`src/slp_map.svh`:
```
// constants for the seven-level priority interrupt unit
`ifndef SLP_MAP_SVH
`define SLP_MAP_SVH

// device code of the interrupt system on the in-out bus (octal 004)
`define SLP_DEV_CODE    9'h004
// unrelocated interrupt location bases (octal 40 and 140)
`define SLP_BASE_FIRST  8'h20
`define SLP_BASE_SECOND 8'h60

// conditions-out word bit positions (index 0 is the rightmost bit)
`define SLP_CO_CLEAR    12
`define SLP_CO_FORCE    11
`define SLP_CO_TURN_ON  10
`define SLP_CO_TURN_OFF 9
`define SLP_CO_DEACT    8
`define SLP_CO_ACT      7
`define SLP_CO_SEL_TOP  7

// conditions-in word layout
`define SLP_CI_HELD_TOP 15
`define SLP_CI_SYS_ON   7
`define SLP_CI_ON_TOP   7

// reset values
`define SLP_LVL_RST     7'h00
`define SLP_STAT_RST    18'h00000
`define SLP_ADDR_RST    8'h00
`define SLP_LVLNUM_RST  3'h0

`endif

```
`src/slp_pkg.sv`:
```
// types shared by the priority interrupt unit modules
package slp_pkg;

  typedef enum logic [3:0] {
    SLP_IDLE   = 4'h1,
    SLP_FIRST  = 4'h2,
    SLP_SECOND = 4'h4,
    SLP_HUNG   = 4'h8
  } slp_fsm_type;

  // class of the instruction just run from an interrupt location
  typedef enum logic [2:0] {
    SLP_CLS_NONIO      = 3'h0,
    SLP_CLS_NONIO_JUMP = 3'h1,
    SLP_CLS_DATA_IO    = 3'h2,
    SLP_CLS_BLOCK_MORE = 3'h3,
    SLP_CLS_BLOCK_DONE = 3'h4,
    SLP_CLS_COND_IO    = 3'h5
  } slp_class_type;

  typedef struct packed {
    slp_fsm_type fsm;
    logic        sys_on;
    logic [7:1]  level_on;
    logic [7:1]  accepted;
    logic [7:1]  held;
    logic [2:0]  cur_level;
    logic [7:0]  addr;
    logic        start_pulse;
    logic        exec_mode;
    logic        leave_user;
    logic        hang;
    logic [17:0] status;
  } slp_state_type;

endpackage

```
`src/slp_cmd_if.sv`:
```
// decoded conditions-out command carried to the unit core
`timescale 1ns/100ps
`default_nettype none
interface slp_cmd_if;
  logic       clear_all;
  logic       force_req;
  logic       turn_on;
  logic       turn_off;
  logic       deact;
  logic       act;
  logic [7:1] sel;
  modport src (output clear_all, force_req, turn_on, turn_off, deact, act,
               sel);
  modport snk (input clear_all, force_req, turn_on, turn_off, deact, act,
               sel);
endinterface
`default_nettype wire

```
`src/slp_cond_decode.sv`:
```
// conditions-out word decoder for the interrupt system
`timescale 1ns/100ps
`default_nettype none
`include "slp_map.svh"
module slp_cond_decode
  import slp_pkg::*;
(
  input  wire logic        strobe_in,
  input  wire logic [17:0] word_in,
  slp_cmd_if.src           cmd
);
  assign cmd.clear_all = strobe_in & word_in[`SLP_CO_CLEAR];
  assign cmd.force_req = strobe_in & word_in[`SLP_CO_FORCE];
  assign cmd.turn_on   = strobe_in & word_in[`SLP_CO_TURN_ON];
  assign cmd.turn_off  = strobe_in & word_in[`SLP_CO_TURN_OFF];
  assign cmd.deact     = strobe_in & word_in[`SLP_CO_DEACT];
  assign cmd.act       = strobe_in & word_in[`SLP_CO_ACT];

  // level 1 sits in the leftmost select bit
  genvar g;
  generate
    for (g = 1; g <= 7; g = g + 1) begin : g_sel
      assign cmd.sel[g] = word_in[`SLP_CO_SEL_TOP - g];
    end
  endgenerate
endmodule
`default_nettype wire

```
`src/slp_prio_find.sv`:
```
// finds the highest-priority (lowest numbered) set level
`timescale 1ns/100ps
`default_nettype none
module slp_prio_find
  import slp_pkg::*;
(
  input  wire logic [7:1] vec_in,
  output logic            found_out,
  output logic [2:0]      level_out
);
  always_comb begin
    found_out = 1'b0;
    level_out = 3'h0;
    for (int i = 7; i >= 1; i--) begin
      if (vec_in[i]) begin
        found_out = 1'b1;
        level_out = 3'(i);
      end
    end
  end
endmodule
`default_nettype wire

```
`src/slp_unit.sv`:
```
// seven-level priority interrupt unit core
// Operation
// seven levels in a chain, level one highest, level seven lowest
// peripherals take their level from conditions bits; zero disconnects
// many peripherals may share one level; one may use two levels
// peripheral holds its request until software clears it
// peripheral flag requests only while its enable flag is set
// accept only on levels on, at memory access, unless starting or held
// system off still accepts; when on, highest accepted served first
// no start while a held level outranks every waiting level
// break in only after fetches or between block-transfer words
// program counter still points at interrupted instruction on start
// level N runs location 40+2N; 41+2N is its second location
// second processor uses 140+2N and 141+2N instead
// interrupt-location instructions always run in executive mode
// special handling only for hardware-driven fetches from the locations
// after non-IO interrupt instruction, hold level and resume at PC
// user mode plus call or jump type leaves user mode
// non-jump keeps interrupt held, interrupted program becomes routine
// incomplete block or single data transfer dismisses automatically
// block count done runs second location as non-IO instruction
// condition op first or IO op second location hangs the processor
// interrupt system answers condition ops at device code 004
// held level blocks starts on it and lower levels, not accepts
// dismiss-and-jump with system on clears highest held level
// reset turns system and levels off, clears accepted and held
`timescale 1ns/100ps
`default_nettype none
`include "slp_map.svh"
module slp_unit
  import slp_pkg::*;
#(
  parameter bit SECOND_CPU = 1'b0
)(
  input  wire logic          clock_in,
  input  wire logic          reset_n_in,
  input  wire logic          clk_en_in,
  input  wire logic [7:1]    request_in,
  input  wire logic          mem_access_in,
  input  wire logic          stop_point_in,
  input  wire logic          cond_out_in,
  input  wire logic [8:0]    device_in,
  input  wire logic [17:0]   cond_word_in,
  input  wire logic          instr_done_in,
  input  wire slp_class_type instr_class_in,
  input  wire logic          user_mode_in,
  input  wire logic          dismiss_in,
  output logic               intr_start_out,
  output logic [7:0]         intr_addr_out,
  output logic               exec_mode_out,
  output logic               leave_user_out,
  output logic               hang_out,
  output logic [7:1]         held_out,
  output logic [17:0]        status_out
);

  // second processor base
  localparam logic [7:0] BASE = SECOND_CPU ? `SLP_BASE_SECOND
                                           : `SLP_BASE_FIRST;

  slp_state_type state_reg;
  slp_state_type state_next;

  logic       held_found;
  logic [2:0] held_level;
  logic [7:1] above_held;
  logic [7:1] candidates;
  logic       cand_found;
  logic [2:0] cand_level;
  logic       cmd_strobe;

  slp_cmd_if cmd ();

  // device code decode
  assign cmd_strobe = cond_out_in && (device_in == `SLP_DEV_CODE);

  slp_cond_decode u_decode (
    .strobe_in (cmd_strobe),
    .word_in   (cond_word_in),
    .cmd       (cmd.src)
  );

  slp_prio_find u_held_find (
    .vec_in    (state_reg.held),
    .found_out (held_found),
    .level_out (held_level)
  );

  // only levels above the highest held one may start
  always_comb begin
    above_held = 7'h00;
    for (int i = 1; i <= 7; i++) begin
      above_held[i] = !held_found || (3'(i) < held_level);
    end
  end

  // lower levels still accept, they just cannot start
  assign candidates = state_reg.accepted & above_held;

  // level one wins the chain
  slp_prio_find u_cand_find (
    .vec_in    (candidates),
    .found_out (cand_found),
    .level_out (cand_level)
  );

  function automatic logic [7:0] slot_addr(input logic [2:0] lvl);
    slot_addr = BASE + {4'h0, lvl, 1'b0};
  endfunction

  always_comb begin
    state_next             = state_reg;
    state_next.start_pulse = 1'b0;
    state_next.leave_user  = 1'b0;

    // acceptance gate; requests from R4 lines stay until cleared
    if (mem_access_in && state_reg.fsm == SLP_IDLE) begin
      state_next.accepted = state_reg.accepted
                          | (request_in & state_reg.level_on
                             & ~state_reg.held);
    end

    case (state_reg.fsm)
      SLP_IDLE: begin
        // start only with system on at a legal stopping point
        if (state_reg.sys_on && stop_point_in && cand_found) begin
          state_next.fsm                  = SLP_FIRST;
          state_next.cur_level            = cand_level;
          state_next.accepted[cand_level] = 1'b0;
          // first location of the level
          state_next.addr                 = slot_addr(cand_level);
          state_next.start_pulse          = 1'b1;
          // executive mode for interrupt instructions
          state_next.exec_mode            = 1'b1;
        end
      end
      SLP_FIRST: begin
        // only the instruction fetched by this sequence counts
        if (instr_done_in) begin
          case (instr_class_in)
            SLP_CLS_NONIO, SLP_CLS_NONIO_JUMP: begin
              // hold the level and resume at the program counter
              state_next.held[state_reg.cur_level] = 1'b1;
              state_next.fsm       = SLP_IDLE;
              state_next.exec_mode = 1'b0;
              // call or jump types leave user mode
              state_next.leave_user =
                user_mode_in && (instr_class_in == SLP_CLS_NONIO_JUMP);
            end
            SLP_CLS_DATA_IO, SLP_CLS_BLOCK_MORE: begin
              // automatic dismissal, nothing held
              state_next.fsm       = SLP_IDLE;
              state_next.exec_mode = 1'b0;
            end
            SLP_CLS_BLOCK_DONE: begin
              // block finished, run the second location
              state_next.fsm         = SLP_SECOND;
              state_next.addr        = slot_addr(state_reg.cur_level)
                                     + 8'h01;
              state_next.start_pulse = 1'b1;
            end
            default: begin
              // condition op in the first location hangs
              state_next.fsm = SLP_HUNG;
            end
          endcase
        end
      end
      SLP_SECOND: begin
        if (instr_done_in) begin
          if (instr_class_in == SLP_CLS_NONIO ||
              instr_class_in == SLP_CLS_NONIO_JUMP) begin
            // a non-jump keeps the level held as a routine
            state_next.held[state_reg.cur_level] = 1'b1;
            state_next.fsm        = SLP_IDLE;
            state_next.exec_mode  = 1'b0;
            state_next.leave_user =
              user_mode_in && (instr_class_in == SLP_CLS_NONIO_JUMP);
          end else begin
            // any IO op in the second location hangs
            state_next.fsm = SLP_HUNG;
          end
        end
      end
      SLP_HUNG: begin
        // only a reset gets the processor out of here
        state_next.hang = 1'b1;
      end
      default: begin
        state_next.fsm = SLP_IDLE;
      end
    endcase

    // dismiss the highest held level; ignored while system off
    if (dismiss_in && state_reg.sys_on && held_found) begin
      state_next.held[held_level] = 1'b0;
    end

    // software commands win over same-cycle hardware updates
    if (cmd.turn_off) begin
      state_next.level_on = state_next.level_on & ~cmd.sel;
    end
    if (cmd.turn_on) begin
      state_next.level_on = state_next.level_on | cmd.sel;
    end
    // forced requests ignore the level switch but are lost on held levels
    if (cmd.force_req) begin
      state_next.accepted = state_next.accepted
                          | (cmd.sel & ~state_next.held);
    end
    if (cmd.deact) begin
      state_next.sys_on = 1'b0;
    end
    if (cmd.act) begin
      state_next.sys_on = 1'b1;
    end
    if (cmd.clear_all) begin
      state_next.sys_on   = 1'b0;
      state_next.level_on = `SLP_LVL_RST;
      state_next.accepted = `SLP_LVL_RST;
      state_next.held     = `SLP_LVL_RST;
    end

    // conditions-in image, level one leftmost in each field
    state_next.status = `SLP_STAT_RST;
    state_next.status[`SLP_CI_SYS_ON] = state_next.sys_on;
    for (int i = 1; i <= 7; i++) begin
      state_next.status[`SLP_CI_HELD_TOP - i] = state_next.held[i];
      state_next.status[`SLP_CI_ON_TOP - i]   = state_next.level_on[i];
    end
  end

  always_ff @(posedge clock_in or negedge reset_n_in) begin
    if (!reset_n_in) begin
      // reset clears the whole interrupt system
      state_reg.fsm         <= SLP_IDLE;
      state_reg.sys_on      <= 1'b0;
      state_reg.level_on    <= `SLP_LVL_RST;
      state_reg.accepted    <= `SLP_LVL_RST;
      state_reg.held        <= `SLP_LVL_RST;
      state_reg.cur_level   <= `SLP_LVLNUM_RST;
      state_reg.addr        <= `SLP_ADDR_RST;
      state_reg.start_pulse <= 1'b0;
      state_reg.exec_mode   <= 1'b0;
      state_reg.leave_user  <= 1'b0;
      state_reg.hang        <= 1'b0;
      state_reg.status      <= `SLP_STAT_RST;
    end else if (clk_en_in) begin
      state_reg <= state_next;
    end
  end

  // the processor keeps its program counter while start is shown
  assign intr_start_out = state_reg.start_pulse;
  assign intr_addr_out  = state_reg.addr;
  assign exec_mode_out  = state_reg.exec_mode;
  assign leave_user_out = state_reg.leave_user;
  assign hang_out       = state_reg.hang;
  assign held_out       = state_reg.held;
  assign status_out     = state_reg.status;
endmodule
`default_nettype wire

```
`config.mk`:
```
export PLATFORM = sky130hd
export DESIGN_NAME = slp_unit
export DESIGN_NICKNAME = d
export VERILOG_FILES = /design/src/slp_pkg.sv /design/src/slp_cmd_if.sv /design/src/slp_cond_decode.sv /design/src/slp_prio_find.sv /design/src/slp_unit.sv
export VERILOG_INCLUDE_DIRS = /design/src
export SDC_FILE = /design/constraint.sdc
export NUM_CORES = 1
export LEC_CHECK = 0
export ABC_AREA = 1
export ABC_CLOCK_PERIOD_IN_PS = 2000
export BUFFER_PORTS_ARGS = -buffer_cell sky130_fd_sc_hd__buf_4
export CORE_MARGIN = 2
export CORE_UTILIZATION = 51
export CTS_CLUSTER_SIZE = 20
export DETAILED_ROUTE_END_ITERATION = 12
export PLACE_DENSITY = 0.82
export SYNTH_ARGS = -nofsm -noshare
export SYNTH_HDL_FRONTEND = slang
export SYNTH_SLANG_ARGS = --single-unit
```
`constraint.sdc`:
```
create_clock -name clock_in -period 2 [get_ports clock_in]
set_input_delay 0 -clock clock_in [delete_from_list [all_inputs] [get_ports clock_in]]
set_output_delay 0 -clock clock_in [all_outputs]
set_load 0.01 [all_outputs]
```
# After elaboration in Yosys (flattened, before gate mapping)
# Index checks and enable logic that the tools add are counted.
# op_classes
n_eq_ne	15
bitwise_logic	23
n_mux	65
div_mod_pow	0
add_sub_neg	3
order_cmp	13
n_mul	0
reduce_logical	29
n_shift	0
# op_table
op	count
2-to-1 mux 7 bit	11
bitwise AND 7 bit	7
2-to-1 mux 3 bit	14
inverter 7 bit	5
OR 7 bit	4
2-to-1 mux 22 bit	1
2-to-1 mux 1 bit	21
case mux 9 bit (2 select lines)	1
2-to-1 mux 4 bit	4
case mux 4 bit (4 select lines)	1
adder 6 x 4 -> 7 bit, first input constant	2
case mux 7 bit (2 select lines)	1
< comparator 3 bit, first input constant	4
< comparator 3 x 4 -> 1 bit, second input constant	3
2-to-1 mux 11 bit	1
logical AND 1 bit	10
2-to-1 mux 10 bit	1
AND reduction 5 bit	2
demux 1 bit (select 3 bit)	3
== test 9 x 3 -> 1 bit, second input constant	1
>= comparator 3 x 1 -> 1 bit, second input constant	3
2-to-1 mux 9 bit	1
adder 7 x 1 -> 8 bit, second input constant	1
logical OR 1 bit	8
other kinds (26)	38
# word_totals
ram_bits	0
output_inout_bits	37
register_bits	56
romBits	0
inputBits	46
elab_cells	160
latchBits	0
memories	0

# Depth between registers and ports, before layout
# logic_depth
word_depth	28
depth_mapped	17
ltp_nobuf	17

# Modules after synthesis
# From an unflattened synthesis, not the netlist that was laid out.
# hier_totals
hier_cells	429
hier_area_um2	2802.7
# modules_own_cells
module	instances	seq_area_each_um2	cells_per_inst	area_per_inst_um2
slp_unit	1	952.2	370	2529.9
slp_prio_find	2	0.0	20	87.6
slp_cond_decode	1	0.0	19	97.6

# Worst setup path before layout
# Ideal clock, no wire load.
# synth_path
path_type	register -> register
start	reg state_reg (netlist bit held_out[3])
end	reg state_reg (netlist bit intr_addr_out[0])
path_slack_ns	0.348
setup_time_ns	0.117
path_stages_with_launch	15
arrival_time_ns	1.535
period_less_slack_ns	1.652
n_path_buf	0
required_time_ns	1.883
cell_sequence	dfrtp_1 -> nor2_4 -> nand2_4 -> nor2_2 -> nand3_2 -> nand2_2 -> nand2_2 -> nand3_2 -> nand2_4 -> nand2_4 -> nand2_4 -> a21oi_4 -> inv_2 -> nand2_1 -> nand2_1
# synth_via
elab_chain_len	16
word_cells_on_any_way	32
cone_classes	order compare (7); eq/ne (1); mux (13); bitwise (1); reduce/logical (10)
# synth_rtl
element	line	text
start, declared	slp_unit.sv:61	slp_state_type state_reg;
start signal, assigned	slp_unit.sv:249	state_reg <= state_next;
2-to-1 mux 3 bit or 2-to-1 mux 1 bit (tied branches) (3 in series)	slp_prio_find.sv:15	if (vec_in[i]) begin
< comparator 3 bit or logical NOT 1 bit (tied branches)	slp_unit.sv:93	above_held[i] = !held_found || (3'(i) < held_level);
logical OR 1 bit	slp_unit.sv:93	
bitwise AND 7 bit *	slp_unit.sv:98	assign candidates = state_reg.accepted & above_held;
2-to-1 mux 1 bit (6 in series)	slp_prio_find.sv:15	
2-to-1 mux 1 bit *	slp_prio_find.sv:15	
logical AND 1 bit *	slp_unit.sv:126	if (state_reg.sys_on && stop_point_in && cand_found) begin
!= test 2 x 1 -> 1 bit (no line) *	--	
AND reduction 5 bit (no line) *	--	
# Every way passes the cells marked *; elsewhere a longest branch is shown, timed or not.
# A chain may end at the register's enable or synchronous reset.

# Worst setup path in the final report
# Ends and elaborated chain as after synthesis.

==> flow_metrics.env <==
export IMPL_antenna_found_initial=0
export IMPL_cts_tree="done"
export IMPL_async_flop_share_pct=100
export IMPL_max_slew_worst_pin_slew_ps=645
export IMPL_cts_buffers=5
export IMPL_routed_via_density=5.22
export IMPL_outcome="finished, final reports clean"
export IMPL_syn_area_um2=2610
export IMPL_dieArea_um2=5710
export IMPL_p_leak_nw=1.64
export IMPL_reg2reg_from="held_out[3]"
export IMPL_crit_arrival_ps=2050
export IMPL_vias=2578
export IMPL_finalCritPeriodShare_pct=92.7
export IMPL_wire_per_inst_um=13.6
export IMPL_worst_hold_path_endpoint="state_reg[50]"
export IMPL_yosys_area_top_type="dfrtp_1"
export IMPL_layout_cells_non_filler=494
export IMPL_layout_setup_ws_ps=146
export IMPL_die_y_um=75.6
export IMPL_ir_worst_vdd_uv=474
export IMPL_synthToLayoutAreaGrowth_pct=23.9
export IMPL_synthCells=361
export IMPL_grt_pass1_wl_um=10700
export IMPL_grt_max_degree=39
export IMPL_final_common_cell="nand2_1"
export IMPL_die_w_um=75.6
export IMPL_path_max_fanout=6
export IMPL_core_um2=5010
export IMPL_most_common_layout_cells="nand2_1 (92), buf_4 (80), dfrtp_1 (37)"
export IMPL_gp_congestion=0.890
export IMPL_synth_seq_area_share_pct=36.4
export IMPL_skew_ps=7.73
export IMPL_antenna_cells=0
export IMPL_setup_tns_ps=0
export IMPL_remaining_drc_errors=0
export IMPL_yosysWarnings=0
export IMPL_hp_start="cond_word_in[3]"
export IMPL_yosys_top_cells_area="dfrtp_1 (35%), nand2_1 (13%), buf_4 (9.5%), nand3_1 (7.3%), inv_1 (5.0%)"
export IMPL_hp_class="in -> reg"
export IMPL_ys_ff_latch=38
export IMPL_io_buffers=71
export IMPL_drive_above_1_share_pct=27.8
export IMPL_critical_path_required_ps=2200
export IMPL_total_power_mw=2.72
export IMPL_slew_headroom_pct=56.6
export IMPL_rows=26
export IMPL_drt_iter0_markers=171
export IMPL_reg2reg_slack_ps=150
export IMPL_synth_ff_type="dfrtp_1"
export IMPL_cts_sinks=38
export IMPL_synth_edf_count=0
export IMPL_synth_top_area_share_pct=35.4
export IMPL_crit_path_end_kind="flop"
export IMPL_pre_cts_ws_ps=149
export IMPL_max_freq_mhz=539
export IMPL_initial_core_util_pct=52.1
export IMPL_r2r_cells=14
export IMPL_final_setup_viol_count=0
export IMPL_rsz0062_at_grt="yes"
export IMPL_slew_violations=0
export IMPL_overflow=0
export IMPL_wl_um=6720
export IMPL_cp_start_kind="flop"
export IMPL_ys_types=38
export IMPL_ant_nets=0
export IMPL_io_pins=83
export IMPL_grt_pass1_vias=2406
export IMPL_syn_avg_cell_area_um2=7.24
export IMPL_rr_endpoint="intr_addr_out[0]"
export IMPL_grt_util_all_layers_pct=24.5
export IMPL_cts_max_path_buffers=2
export IMPL_min_period_ps=1850
export IMPL_power_density_nw_per_um2=841
export IMPL_num_nets_final=469
export IMPL_dp_cells=478
export IMPL_critPathKind="reg -> reg"
export IMPL_clkTransAtPathRegs_ps=80
export IMPL_largest_reg_flops=20
export IMPL_drv_cap=0
export IMPL_ctsRootBufferMaster="clkbuf_8"
export IMPL_first_pass_iters=4
export IMPL_dpl_hpwl_um=5100
export IMPL_hold_viol_final=0
export IMPL_hold_depth=3
export IMPL_h_tree_depth=2
export IMPL_insertion_delay_ps=300
==> what timing repair did <==
action | 4_1_cts | 5_1_grt
setup endpoints to repair | 0 | 15
hold endpoints to repair | 42 | 0
gates resized for setup | 0 | 11
buffers inserted | 0 | 1
hold buffers | 7 | 0
==> stage by stage <==
| stage | area (um^2) | utilization (%) | hold WS [ps] |
|---|---|---|---|
| after floorplan | 2630 | - | -296 |
| after global placement | 3050 | 60.8 | -2.91 |
| after detailed placement | 3050 | 60.8 | 2.75 |
| after CTS | 3210 | 64.1 | 10.9 |
| after global routing | 3240 | 64.6 | 21.8 |
| final | 3240 | 64.6 | 15.2 |
==> metal layers <==
| metal | vias to the layer above | share of wire [%] | track usage, % |
|---|---|---|---|
| li1 | 1284 | - | - |
| met1 | 1196 | 45 | 32.7 |
| met2 | 86 | 48 | 40.6 |
| met3 | 12 | 5.0 | 4.37 |
| met4 | 0 | 1.7 | 7.41 |
| met5 | - | 0 | 0 |
==> report_power, final <==
| part | switching [mW] | internal [mW] |
|---|---|---|
| clock | 0.284 | 0.277 |
| sequential | 0.107 | 0.902 |
| combinational | 0.686 | 0.468 |
==> critical path: stages, from the launching register on <==
cell and delay, ps:
dfrtp_1 430, nor2_4 150, nand2_4 80, nor2_2 150, nand3_2 110, nand2_2 70, nand2_2 60, nand3_2 90
nand2_4 60, nand2_4 90, nand2_4 70, a21oi_4 200, inv_2 90, nand2_1 70, nand2_1 40
==> final cells by class <==
cell class | instances | area (um^2)
fillers | 460 | 1770
multi-input cells | 252 | 1290
flip-flops and latches | 38 | 952
repair buffers | 87 | 671
inverters | 39 | 146
well taps | 70 | 87.6
clock buffers | 6 | 82.6
clock inverters | 2 | 12.5
==> Yosys cell counts, types with 2 or more instances <==
cell,count
o21ai_0,22
dfrtp_1,37
nor4_1,2
nand2_1,93
nand2_2,4
nand2_4,4
buf_4,33
nor2_2,3
nor2_1,23
o22ai_1,13
nand3_1,38
nand3_2,2
o21ai_1,10
clkbuf_1,3
a21oi_1,5
inv_2,4
inv_1,35
o21bai_1,3
a22oi_1,7
o31ai_1,2
==> logic make-up (layout without fill, tap and decap cells) <==
logic type             after synthesis  count (layout)  synth area share, %
AO/OA/AOI/OAI                       68              68                 15.8
buffers and inverters               76             134                 15.7
AND/OR/NAND/NOR                    178             178                 31.9
other                                1               6                0.144
flip-flops                          38              38                 36.4
==> worst max-delay path by stage <==
stage	slack [ps]	to	cells past startpoint	start
floorplan	350	intr_addr_out[0]	14	held_out[3]
global placement	180	state_reg[30]	12	held_out[4]
detailed placement	150	state_reg[30]	12	held_out[4]
CTS	140	state_reg[44]	14	held_out[4]
global route	-30	state_reg[44]	16	held_out[5]
finish	150	intr_addr_out[0]	14	held_out[3]
Note: power is estimated with default switching activity, not from simulation.
